--- src/core/grp_pkg.sv ---
// constants for the general register pointer and status word block
package grp_pkg;
  // system register addresses of the three nibbles
  localparam logic [6:0] ADDR_PTR_BANK = 7'h7d;
  localparam logic [6:0] ADDR_PTR_ROW = 7'h7e;
  localparam logic [6:0] ADDR_FLAGS = 7'h7f;
  // values after any reset
  localparam logic [3:0] RST_PTR_BANK = 4'h0;
  localparam logic [3:0] RST_PTR_ROW = 4'h0;
  localparam logic [3:0] RST_FLAGS = 4'h0;
  // field positions
  localparam int ROW_DECIMAL_BIT = 0;
  localparam int ROW_MSB = 3;
  localparam int ROW_LSB = 1;
  localparam int FLAG_CMP_BIT = 3;
  localparam int FLAG_CARRY_BIT = 2;
  localparam int FLAG_ZERO_BIT = 1;
  localparam int FLAG_IXE_BIT = 0;
  // widths of the data memory address
  localparam int BANK_W = 4;
  localparam int ROW_W = 3;
  localparam int COL_W = 4;
  localparam int DM_ADDR_W = BANK_W + ROW_W + COL_W;
  localparam int PTR_W = BANK_W + ROW_W;
  // decimal adjustment constants
  localparam logic [4:0] BCD_LIMIT = 5'h09;
  localparam logic [4:0] BCD_CORR = 5'h06;
  localparam logic [3:0] NIB_ZERO = 4'h0;
  // arithmetic instruction codes
  localparam logic [1:0] OP_ADD = 2'h0;
  localparam logic [1:0] OP_ADDC = 2'h1;
  localparam logic [1:0] OP_SUB = 2'h2;
  localparam logic [1:0] OP_SUBC = 2'h3;
endpackage

--- src/core/grp_core_if.sv ---
// bundles between the top and its address and arithmetic units
`timescale 1ns/1ps
interface grp_core_if;
  // address generation group
  logic [grp_pkg::PTR_W-1:0] pointer;
  logic [grp_pkg::COL_W-1:0] gr_col;
  logic [grp_pkg::DM_ADDR_W-1:0] mem_addr;
  logic [grp_pkg::DM_ADDR_W-1:0] index_val;
  logic index_enable;
  logic index_applies;
  logic [grp_pkg::DM_ADDR_W-1:0] gr_addr;
  logic [grp_pkg::DM_ADDR_W-1:0] real_addr;
  // arithmetic group
  logic [3:0] op_a;
  logic [3:0] op_b;
  logic carry_in;
  logic subtract;
  logic decimal;
  logic [3:0] result;
  logic carry_out;

  modport top_addr (output pointer, gr_col, mem_addr, index_val, index_enable, index_applies,
                    input gr_addr, real_addr);
  modport addr_unit (input pointer, gr_col, mem_addr, index_val, index_enable, index_applies,
                     output gr_addr, real_addr);
  modport top_arith (output op_a, op_b, carry_in, subtract, decimal, input result, carry_out);
  modport arith_unit (input op_a, op_b, carry_in, subtract, decimal, output result, carry_out);
endinterface

--- src/core/grp_regs.sv ---
// general register pointer and program status word, top level
`timescale 1ns/1ps
module grp_regs (
  // clock and resets
  input wire logic core_clk_in,
  input wire logic rst_in,
  input wire logic wdt_reset_in,
  input wire logic ce_reset_in,
  // system register port
  input wire logic [6:0] sys_addr_in,
  input wire logic sys_wr_in,
  input wire logic sys_rd_in,
  input wire logic [3:0] sys_wdata_in,
  output logic [3:0] sys_rdata_out,
  output logic sys_hit_out,
  // instruction addressing
  input wire logic [grp_pkg::COL_W-1:0] gr_col_in,
  input wire logic [grp_pkg::DM_ADDR_W-1:0] mem_addr_in,
  input wire logic [grp_pkg::DM_ADDR_W-1:0] index_in,
  input wire logic index_applies_in,
  output logic [grp_pkg::DM_ADDR_W-1:0] gr_addr_out,
  output logic [grp_pkg::DM_ADDR_W-1:0] mem_real_addr_out,
  // arithmetic request
  input wire logic arith_valid_in,
  input wire logic [1:0] arith_op_in,
  input wire logic [3:0] arith_gr_data_in,
  input wire logic [3:0] arith_mem_data_in,
  input wire logic arith_dest_sys_in,
  input wire logic [6:0] arith_dest_addr_in,
  output logic [3:0] arith_result_out,
  output logic arith_store_out,
  // pointer and flag view
  output logic [grp_pkg::PTR_W-1:0] genreg_pointer_out,
  output logic [4:0] alu_status_word_out,
  output logic decimal_flag_out,
  output logic compare_only_flag_out,
  output logic carry_flag_out,
  output logic zero_flag_out,
  output logic index_enable_flag_out
);

  // the three nibbles
  logic [3:0] pointer_bank_nibble_reg;
  logic [3:0] pointer_bank_nibble_next;
  logic [3:0] pointer_row_nibble_reg;
  logic [3:0] pointer_row_nibble_next;
  logic [3:0] flag_nibble_reg;
  logic [3:0] flag_nibble_next;
  // registered outputs
  logic [3:0] sys_rdata_reg;
  logic sys_hit_reg;
  logic [grp_pkg::DM_ADDR_W-1:0] gr_addr_reg;
  logic [grp_pkg::DM_ADDR_W-1:0] real_addr_reg;
  logic [3:0] arith_result_reg;
  logic arith_store_reg;

  // address and arithmetic units share one bundle
  grp_core_if core_bus ();

  // any of the three reset causes clears all nibbles
  wire any_reset = rst_in | wdt_reset_in | ce_reset_in;

  // the decimal flag lives in the row nibble, not the flag nibble
  wire decimal_flag = pointer_row_nibble_reg[grp_pkg::ROW_DECIMAL_BIT];

  // named views of the flag nibble
  wire compare_only_flag = flag_nibble_reg[grp_pkg::FLAG_CMP_BIT];
  wire carry_flag = flag_nibble_reg[grp_pkg::FLAG_CARRY_BIT];
  wire zero_flag = flag_nibble_reg[grp_pkg::FLAG_ZERO_BIT];
  wire index_enable_flag = flag_nibble_reg[grp_pkg::FLAG_IXE_BIT];
  // five-bit status word in the documented order
  wire [4:0] alu_status_word = {decimal_flag, flag_nibble_reg};
  // seven-bit pointer, decimal bit excluded
  wire [grp_pkg::PTR_W-1:0] genreg_pointer =
    {pointer_bank_nibble_reg, pointer_row_nibble_reg[grp_pkg::ROW_MSB:grp_pkg::ROW_LSB]};

  // nibble decode for the system port; the arithmetic destination compares its own address
  function automatic logic nib_hit(input logic [6:0] addr, input logic [6:0] target);
    nib_hit = (addr == target);
  endfunction

  // system port address decode
  wire sel_bank = nib_hit(sys_addr_in, grp_pkg::ADDR_PTR_BANK);
  wire sel_row = nib_hit(sys_addr_in, grp_pkg::ADDR_PTR_ROW);
  wire sel_flags = nib_hit(sys_addr_in, grp_pkg::ADDR_FLAGS);
  wire sys_sel = sel_bank | sel_row | sel_flags;
  wire wr_bank = sys_wr_in & sel_bank;
  wire wr_row = sys_wr_in & sel_row;
  wire wr_flags = sys_wr_in & sel_flags;

  // read data mux, unmapped addresses read zero
  wire [3:0] sys_read_mux = sel_bank ? pointer_bank_nibble_reg :
                            sel_row ? pointer_row_nibble_reg :
                            sel_flags ? flag_nibble_reg : grp_pkg::NIB_ZERO;

  // address unit hookup
  assign core_bus.pointer = genreg_pointer;
  assign core_bus.gr_col = gr_col_in;
  assign core_bus.mem_addr = mem_addr_in;
  assign core_bus.index_val = index_in;
  assign core_bus.index_enable = index_enable_flag;
  assign core_bus.index_applies = index_applies_in;

  grp_addr_gen u_addr_gen (
    .bus(core_bus.addr_unit)
  );

  // operation code decode
  function automatic logic op_is_sub(input logic [1:0] op);
    op_is_sub = (op == grp_pkg::OP_SUB) | (op == grp_pkg::OP_SUBC);
  endfunction

  function automatic logic op_is_chain(input logic [1:0] op);
    op_is_chain = (op == grp_pkg::OP_ADDC) | (op == grp_pkg::OP_SUBC);
  endfunction

  // arithmetic decode
  wire op_sub = op_is_sub(arith_op_in);
  wire op_chain = op_is_chain(arith_op_in);
  // the register operand pairs with the memory operand in one step
  assign core_bus.op_a = arith_gr_data_in;
  assign core_bus.op_b = arith_mem_data_in;
  assign core_bus.carry_in = op_chain & carry_flag;
  assign core_bus.subtract = op_sub;
  assign core_bus.decimal = decimal_flag;

  grp_arith u_arith (
    .bus(core_bus.arith_unit)
  );

  // arithmetic unit answers
  wire [3:0] arith_res = core_bus.result;
  wire arith_cout = core_bus.carry_out;
  wire res_zero = (arith_res == grp_pkg::NIB_ZERO);

  // compare-only mode suppresses the store of the result
  wire arith_stores = arith_valid_in & ~compare_only_flag;
  // result aimed at one of our own nibbles
  wire dest_bank = arith_stores & arith_dest_sys_in &
                   (arith_dest_addr_in == grp_pkg::ADDR_PTR_BANK);
  wire dest_row = arith_stores & arith_dest_sys_in &
                  (arith_dest_addr_in == grp_pkg::ADDR_PTR_ROW);
  wire dest_flags = arith_stores & arith_dest_sys_in &
                    (arith_dest_addr_in == grp_pkg::ADDR_FLAGS);

  // zero rule: in compare mode zero only survives while every step is zero
  function automatic logic zero_update(input logic cmp_mode, input logic old_zero,
                                       input logic now_zero);
    zero_update = cmp_mode ? (old_zero & now_zero) : now_zero;
  endfunction

  // flag values after an arithmetic step; compare and index enable are kept
  wire carry_after = arith_cout;
  wire zero_after = zero_update(compare_only_flag, zero_flag, res_zero);
  wire [3:0] flags_from_alu = {compare_only_flag, carry_after, zero_after, index_enable_flag};

  // next value of the bank nibble
  always_comb begin
    pointer_bank_nibble_next = pointer_bank_nibble_reg;
    if (wr_bank) begin
      pointer_bank_nibble_next = sys_wdata_in;
    end else if (dest_bank) begin
      pointer_bank_nibble_next = arith_res;
    end
  end

  // next value of the row nibble, decimal flag rides along
  // hazard: a pointer write also moves the decimal mode, software must set bit 0
  always_comb begin
    pointer_row_nibble_next = pointer_row_nibble_reg;
    if (wr_row) begin
      pointer_row_nibble_next = sys_wdata_in;
    end else if (dest_row) begin
      pointer_row_nibble_next = arith_res;
    end
  end

  // next flags: port write first, then stored result, then flag update
  always_comb begin
    flag_nibble_next = flag_nibble_reg;
    if (wr_flags) begin
      flag_nibble_next = sys_wdata_in;
    end else if (dest_flags) begin
      flag_nibble_next = arith_res;
    end else if (arith_valid_in) begin
      flag_nibble_next = flags_from_alu;
    end
  end

  // bank nibble; no gating here, a stopped clock gives no edges and the value stays
  always_ff @(posedge core_clk_in) begin
    if (any_reset) begin
      pointer_bank_nibble_reg <= grp_pkg::RST_PTR_BANK;
    end else begin
      pointer_bank_nibble_reg <= pointer_bank_nibble_next;
    end
  end

  // row nibble with the decimal flag
  always_ff @(posedge core_clk_in) begin
    if (any_reset) begin
      pointer_row_nibble_reg <= grp_pkg::RST_PTR_ROW;
    end else begin
      pointer_row_nibble_reg <= pointer_row_nibble_next;
    end
  end

  // flag nibble
  always_ff @(posedge core_clk_in) begin
    if (any_reset) begin
      flag_nibble_reg <= grp_pkg::RST_FLAGS;
    end else begin
      flag_nibble_reg <= flag_nibble_next;
    end
  end

  // registered read data, one cycle after the read strobe, held between reads
  always_ff @(posedge core_clk_in) begin
    if (rst_in) begin
      sys_rdata_reg <= grp_pkg::NIB_ZERO;
    end else begin
      sys_rdata_reg <= sys_rd_in ? sys_read_mux : sys_rdata_reg;
    end
  end

  // hit flag stands for one cycle after a read of a mapped nibble
  always_ff @(posedge core_clk_in) begin
    if (rst_in) begin
      sys_hit_reg <= 1'b0;
    end else begin
      sys_hit_reg <= sys_rd_in & sys_sel;
    end
  end

  // registered general register address; sixteen columns of one row
  always_ff @(posedge core_clk_in) begin
    if (rst_in) begin
      gr_addr_reg <= '0;
    end else begin
      gr_addr_reg <= core_bus.gr_addr;
    end
  end

  // registered real address after index modification
  always_ff @(posedge core_clk_in) begin
    if (rst_in) begin
      real_addr_reg <= '0;
    end else begin
      real_addr_reg <= core_bus.real_addr;
    end
  end

  // result is held so the memory write path can take it late
  always_ff @(posedge core_clk_in) begin
    if (rst_in) begin
      arith_result_reg <= grp_pkg::NIB_ZERO;
    end else begin
      arith_result_reg <= arith_valid_in ? arith_res : arith_result_reg;
    end
  end

  // store strobe stands one cycle per executed step outside compare-only mode
  always_ff @(posedge core_clk_in) begin
    if (rst_in) begin
      arith_store_reg <= 1'b0;
    end else begin
      arith_store_reg <= arith_stores;
    end
  end

  // registered outputs
  assign sys_rdata_out = sys_rdata_reg;
  assign sys_hit_out = sys_hit_reg;
  assign gr_addr_out = gr_addr_reg;
  assign mem_real_addr_out = real_addr_reg;
  assign arith_result_out = arith_result_reg;
  assign arith_store_out = arith_store_reg;

  // live views straight from the nibbles, no extra cycle
  assign genreg_pointer_out = genreg_pointer;
  assign alu_status_word_out = alu_status_word;
  assign decimal_flag_out = decimal_flag;
  assign compare_only_flag_out = compare_only_flag;
  assign carry_flag_out = carry_flag;
  assign zero_flag_out = zero_flag;
  assign index_enable_flag_out = index_enable_flag;

endmodule // grp_regs

--- src/core/grp_addr_gen.sv ---
// general register and real data memory address generation
`timescale 1ns/1ps
module grp_addr_gen (
  grp_core_if.addr_unit bus
);
  // bank and row from the pointer, column from the operand
  assign bus.gr_addr = {bus.pointer, bus.gr_col};
  // index ORs into bank, row and column only while enabled
  wire idx_on = bus.index_enable & bus.index_applies;
  assign bus.real_addr = idx_on ? (bus.mem_addr | bus.index_val) : bus.mem_addr;
endmodule // grp_addr_gen

--- src/core/grp_arith.sv ---
// four-bit add and subtract with optional decimal adjustment
`timescale 1ns/1ps
module grp_arith (
  grp_core_if.arith_unit bus
);
  // binary sum or difference, bit 4 is carry or borrow
  function automatic logic [4:0] bin_op(input logic [3:0] a, input logic [3:0] b,
                                        input logic c, input logic sub);
    bin_op = sub ? ({1'b0, a} - {1'b0, b} - {4'h0, c}) : ({1'b0, a} + {1'b0, b} + {4'h0, c});
  endfunction

  wire [4:0] raw = bin_op(bus.op_a, bus.op_b, bus.carry_in, bus.subtract);
  // decimal add: over nine corrects by six and carries
  wire add_fix = (raw > grp_pkg::BCD_LIMIT);
  wire [4:0] add_dec = raw + grp_pkg::BCD_CORR;
  // decimal subtract: a borrow takes six off the low nibble
  wire [4:0] sub_dec = raw - grp_pkg::BCD_CORR;

  // binary result unless the decimal flag is set
  assign bus.result = !bus.decimal ? raw[3:0] :
                      bus.subtract ? (raw[4] ? sub_dec[3:0] : raw[3:0]) :
                      (add_fix ? add_dec[3:0] : raw[3:0]);
  assign bus.carry_out = (bus.decimal && !bus.subtract) ? add_fix : raw[4];
endmodule // grp_arith

--- config.mk ---
export PLATFORM = sky130hd
export DESIGN_NAME = grp_regs
export DESIGN_NICKNAME = d
export VERILOG_FILES = /design/src/core/grp_pkg.sv /design/src/core/grp_core_if.sv /design/src/core/grp_regs.sv /design/src/core/grp_addr_gen.sv /design/src/core/grp_arith.sv
export SDC_FILE = /design/constraint.sdc
export NUM_CORES = 1
export LEC_CHECK = 0
export BUFFER_PORTS_ARGS = -buffer_cell sky130_fd_sc_hd__buf_2
export CORE_ASPECT_RATIO = 2
export CORE_MARGIN = 2
export CORE_UTILIZATION = 50
export CTS_CLUSTER_DIAMETER = 40
export CTS_CLUSTER_SIZE = 16
export DETAILED_ROUTE_END_ITERATION = 10
export PLACE_DENSITY = 0.95
export REMOVE_ABC_BUFFERS = 1
export SLEW_MARGIN = 30
export SYNTH_ARGS = -nofsm -noshare
export SYNTH_HDL_FRONTEND = slang
export SYNTH_SLANG_ARGS = --single-unit
export TNS_END_PERCENT = 30
--- constraint.sdc ---
create_clock -name core_clk_in -period 7.2 [get_ports core_clk_in]
set_clock_uncertainty 0.05 [all_clocks]
set_input_delay 0 -clock core_clk_in [delete_from_list [all_inputs] [get_ports core_clk_in]]
set_output_delay 0 -clock core_clk_in [all_outputs]
set_load 0.02 [all_outputs]
After elaboration in Yosys (flattened, before gate mapping)
Index checks and enable logic that the tools add are counted.
{ "op_classes": {"n_addsub": 6, "n_lt_le_gt_ge": 1, "eq_ne": 9, "n_mux": 18, "bitwise_logic": 20, "reduce_logical": 7} }
{ "ops": {"columns": ["operator", "n"], "rows": [
  ["$mux W4", 13],
  ["$eq A7 B7 Y1 const B", 6],
  ["$and A1 B1 Y1", 12],
  ["$mux W11", 1],
  ["$or A11 B11 Y11", 1],
  ["$or A1 B1 Y1", 6],
  ["$reduce_bool A2 Y1", 3],
  ["$add A4 B4 Y5", 1],
  ["$add A5 B1 Y5", 1],
  ["$gt A5 B4 Y1 const B", 1],
  ["$mux W5", 1],
  ["$sub A4 B4 Y5", 1],
  ["$sub A5 B1 Y5", 1],
  ["$add A4 B3 Y4 const B", 1],
  ["$eq A2 B2 Y1 const B", 2],
  ["$logic_not A4 Y1", 1],
  ["$sub A4 B3 Y4 const B", 1],
  ["$mux W3", 1],
  ["$reduce_bool A3 Y1", 1],
  ["$eq A2 B1 Y1 const B", 1],
  ["$mux W1", 2],
  ["$logic_and A1 B1 Y1", 1],
  ["$logic_not A1 Y1", 1],
  ["$not A1 Y1", 1]
]} }
{ "totals": {"regBits": 44} }

Depth between registers and ports, before layout
{ "depth": {"depth_word": 15, "ltp_mapped": 18, "mapped_depth_nobuf": 18} }

Cells and area by module
Synthesis repeated with hierarchy kept, for this count alone.
{ "hier_totals": {"hier_cells": 273, "hier_area_um2": 2593.7} }
{ "by_module_without_submodules": {"columns": ["mod", "n_inst", "cells_per_inst", "area_each_um2", "seq_area_each_um2"], "rows": [
  ["grp_regs", 1, 167, 1746.7, 880.8],
  ["grp_arith", 1, 82, 649.4, 0.0],
  ["grp_addr_gen", 1, 24, 197.7, 0.0]
]} }

Least setup slack after synthesis
OpenSTA, ideal clock, no wires.
{ "synth_timing": {"kind": "reg2reg", "startpoint": "register flag_nibble_reg[2]", "endpoint": "register flag_nibble_reg[2]", "arrival_ps": 3806, "required_ps": 7073, "setup_slack_ps": 3267, "stages_incl_launch_ff": 18, "path_buffers": 0, "synth_period_minus_slack_ps": 3933, "path_cell_list": "dfxtp_1 -> nand2_1 -> inv_1 -> fa_1 -> ha_1 -> or2_2 -> fa_1 -> mux2i_1 -> xnor2_1 -> inv_1 -> ha_1 -> o21ai_0 -> a21o_1 -> a22o_1 -> or4b_1 -> nand4_1 -> o2111ai_1 -> o22ai_1"} }
{ "synth_between": {"elab_chain_cells": 9} }
{ "synth_lines": {"columns": ["element", "line_no", "rtl"], "rows": [
  ["start: declaration", "grp_regs.sv:47", "logic [3:0] flag_nibble_reg;"],
  ["start signal: assignment", "grp_regs.sv:211", "flag_nibble_reg <= grp_pkg::RST_FLAGS;"],
  ["start signal: assignment", "grp_regs.sv:213", "flag_nibble_reg <= flag_nibble_next;"],
  ["$and A1 B1 Y1 *", "grp_regs.sv:123", "assign core_bus.carry_in = op_chain & carry_flag;"],
  ["$add A5 B1 Y5 / $sub A5 B1 Y5 (equally long branches)", "grp_arith.sv:9", "bin_op = sub ? ({1'b0, a} - {1'b0, b} - {4'h0, c}) : ({1'b0, a} + {1'b0, b} + {4'h0, c});"],
  ["$mux W5 *", "grp_arith.sv:9", null],
  ["$add A4 B3 Y4 (tied with other cells)", "grp_arith.sv:15", "wire [4:0] add_dec = raw + grp_pkg::BCD_CORR;"],
  ["$mux W4 (on tied branches)", "grp_arith.sv:22, grp_arith.sv:21", null],
  ["$mux W4", "grp_arith.sv:21", "bus.subtract ? (raw[4] ? sub_dec[3:0] : raw[3:0]) :"],
  ["$mux W4", "grp_arith.sv:20", "assign bus.result = !bus.decimal ? raw[3:0] :"],
  ["$mux W4 *", "grp_regs.sv:183", "end else if (dest_flags) begin"],
  ["$mux W4 *", "grp_regs.sv:181", "if (wr_flags) begin"]
]} }
Every way passes the cells marked *; elsewhere a longest branch is shown, timed or not. The select of a mux whose other input is x is not followed.
A chain may end at the register's enable or synchronous reset.

Final worst setup path
{ "layout_timing": {"startpoint": "register flag_nibble_reg[2]", "endpoint": "register flag_nibble_reg[3]"} }
{ "layout_between": {"elab_chain_cells": 9} }
{ "layout_lines": {"columns": ["element", "line_no"], "rows": [
  ["$and A1 B1 Y1 *", "grp_regs.sv:123"],
  ["$add A5 B1 Y5 / $sub A5 B1 Y5 (equally long branches)", "grp_arith.sv:9"],
  ["$mux W5 *", "grp_arith.sv:9"],
  ["$add A4 B3 Y4 (tied with other cells)", "grp_arith.sv:15"],
  ["$mux W4 (on tied branches)", "grp_arith.sv:22, grp_arith.sv:21"],
  ["$mux W4", "grp_arith.sv:21"],
  ["$mux W4 *", "grp_arith.sv:20"],
  ["$mux W4 *", "grp_regs.sv:183"],
  ["$mux W4 *", "grp_regs.sv:181"]
]} }
Marks and branches as above.

==> results.sh <==
export IMPL_grt_pass1_vias=2784
export IMPL_drc=0
export IMPL_met3_length_um=842
export IMPL_combPwrFrac_pct=25.3
export IMPL_cts_max_level=2
export IMPL_cts_setup_buffers=0
export IMPL_critPathMaxFanout=5
export IMPL_critPathTopFamily="adder cells"
export IMPL_clock_sinks=44
export IMPL_rsz0062_at_grt="false"
export IMPL_antenna_found_initial=0
export IMPL_syn_instance_count=273
export IMPL_final_cells=463
export IMPL_hp_class="input port to flip-flop"
export IMPL_p_leak_uw=0.00163
export IMPL_critical_path_class="flip-flop to flip-flop"
export IMPL_grt_max_degree=35
export IMPL_final_cell_mix="buf_2 (111), dfxtp_1 (44), nor2_1 (33)"
export IMPL_syn_area_um2=2350
export IMPL_num_antenna_cells=0
export IMPL_cp_arrival_ns=5.17
export IMPL_holdWs_ns=0.00598
export IMPL_total_power_uw=596
export IMPL_synth_edf_count=0
export IMPL_max_clock_path_buffers=2
export IMPL_period_share_pct=69.8
export IMPL_placed_area_um2=2890
export IMPL_hold_viol_final=0
export IMPL_crit_top_cell="inv_1"
export IMPL_swShare_pct=29.5
export IMPL_path_cells="nand2_1, inv_1, fa_1, inv_1, ha_1, or2_2, fa_1, mux2i_1, xnor2_1, inv_1, ha_1, o21ai_0, a21o_1, a22o_1, o2bb2ai_1, mux2i_1, o21ai_0, o211a_1, dlygate4sd3_1"
export IMPL_routed_wl_um=8890
export IMPL_place_congestion=0.900
export IMPL_crit_buf_inv=4
export IMPL_hpwl_um=5310
export IMPL_yosysSeqAreaShare_pct=37.5
export IMPL_ant_nets=0
export IMPL_cts_root_buf="clkbuf_8"
export IMPL_final_area_um2=3320
export IMPL_insertion_delay_ns=0.31
export IMPL_num_rows=35
export IMPL_tightestPinTransition_ns=0.970
export IMPL_top_layer="met4"
export IMPL_fp_dieH_um=101
export IMPL_wl_met1_um=2730
export IMPL_die_w_um=52.5
export IMPL_status="finished, final reports clean"
export IMPL_track_usage_pct=34.4
export IMPL_cts_buffers=5
export IMPL_drt_iter0_drc=210
export IMPL_seqPwrFrac_pct=43.0
export IMPL_fp_coreArea_um2=4550
export IMPL_cts_tree="built"
export IMPL_cts_resized=0
export IMPL_grt_pass1_wl_um=13300
export IMPL_clkSlewWorstSetupHoldPaths_ns=0.08
export IMPL_cp_slowest_cell="fa_1"
export IMPL_cpPeakStageDelay_ns=0.58
export IMPL_synth_seq_cells=44
export IMPL_gr_total_overflow=0
export IMPL_hold_buffers=32
export IMPL_synth_async_reset_ratio_pct=0
export IMPL_ys_flop_type="dfxtp_1"
export IMPL_final_setup_viol_count=0
export IMPL_layout_nets=486
export IMPL_peakVddDrop_mv=0.155
export IMPL_critPathLaunchType="flip-flop"
export IMPL_clkPwrFrac_pct=31.7
export IMPL_relSlewSlack_pct=35.2
export IMPL_port_buffers=111
export IMPL_final_common_cell="buf_2"
export IMPL_crit_path_end_kind="flip-flop"
export IMPL_syn_area_per_cell_um2=8.61
export IMPL_cap_violations=0
export IMPL_drive_above_1_share_pct=29.9
export IMPL_met2_length_um=4480
export IMPL_critPathRequiredTime_ns=7.34
export IMPL_p_int_uw=420
export IMPL_drv_slew=0
export IMPL_post_synth_num_cell_types=52
export IMPL_tns_ns=0
export IMPL_rrSetupSlack_ns=2.17
export IMPL_layout_min_cycle_time_ns=5.03
export IMPL_syn_to_final_growth_pct=41.4
export IMPL_detail_route_vias_per_cell=6.05
export IMPL_io_pins=112
export IMPL_p_switching_uw=176
export IMPL_dieArea_um2=5300
export IMPL_start_util_pct=51.6
export IMPL_max_freq_mhz=199
export IMPL_ys_warn_count=0
export IMPL_wl_per_cell_um=19.2
export IMPL_place_inst=423
export IMPL_powerDensity_nw_per_um2=179
export IMPL_firstDrtPassIters=5
export IMPL_vias=2800
-- logic make-up (layout without fill, tap and decap cells) --
group / Yosys count / after routing / share of synthesized area [%]
AOI/OAI and AO/OA: 65 / 65 / 18.4
adders and majority gates: 16 / 16 / 9.80
muxes: 10 / 10 / 4.26
and+or+nand+nor: 103 / 103 / 22.8
xor gates and xnor gates: 4 / 4 / 1.49
buffers and inverters: 31 / 166 / 5.80
DFF: 44 / 44 / 37.5
-- tightest hold or removal path, stage by stage --
cell and delay [ns]:
buf_2 0.10, or3_1 0.16, a211oi_1 0.06
-- final timing paths --
path / to / cells after the start / startpoint
max: flag_nibble_reg[3] / 19 / flag_nibble_reg[2]
min: pointer_row_nibble_reg[0] / 3 / wdt_reset_in
max reg2reg: flag_nibble_reg[3] / 19 / flag_nibble_reg[2]
min reg2reg: arith_result_out[2] / 2 / arith_result_out[2]
-- power by group through the flow --
stage	Sequential [uW]	Clock [uW]	Combinational, uW
floorplan	272	0	68.0
global placement	260	0	125
detailed placement	261	0	130
CTS	255	185	144
global route	257	197	163
finish	256	189	151
-- final cells by class --
cell class | instances | area [um2]
clock buffers | 6 | 72.6
clock inverters | 2 | 35.0
fillers | 286 | 1230
inverters | 15 | 56.3
multi-input cells | 198 | 1330
flip-flops and latches | 44 | 881
well taps | 55 | 68.8
repair buffers | 143 | 876
-- layer usage --
layer / GRT usage, % / up-vias
met5: 0 / -
met4: 31.6 / 0
met3: 11.0 / 77
met2: 58.9 / 223
met1: 29.4 / 1276
li1: - / 1224
-- metrics by stage --
step	worst slack, ns	utilization [%]
2_1_floorplan	3.13	-
3_3_place_gp	3.08	63.5
3_5_place_dp	2.87	63.5
4_1_cts	2.33	72.9
5_1_grt	1.93	72.9
6_report	2.17	72.9
-- cell usage after synthesis, drive strengths merged, types with 2 or more instances --
cell type   n  share of area, %
a21o        4               1.3
o31ai       2              0.64
a21oi      20               4.3
ha         12               6.4
nor2b      12               3.2
nand3b      2              0.64
or2b        2              0.64
and4        2              0.75
nor2       33               5.3
nand3       2              0.43
xnor2       4               1.5
nor3b       3              0.96
o211ai      3              0.96
a211o       2              0.75
clkbuf      9               1.4
nand2      22               3.5
inv        15               2.4
and3b       3               1.1
dfxtp      44                37
mux2i      10               4.3
a211oi      7               2.2
o21ai       8               1.7
nand4       3              0.80
and3        3              0.80
fa          4               3.4
and2        3              0.91
a221oi      4               1.5
a31oi       2              0.53
o22ai       3              0.80
nor3        6               1.5
buf         7               2.0
No activity file was read; power rests on OpenSTA's default activity.
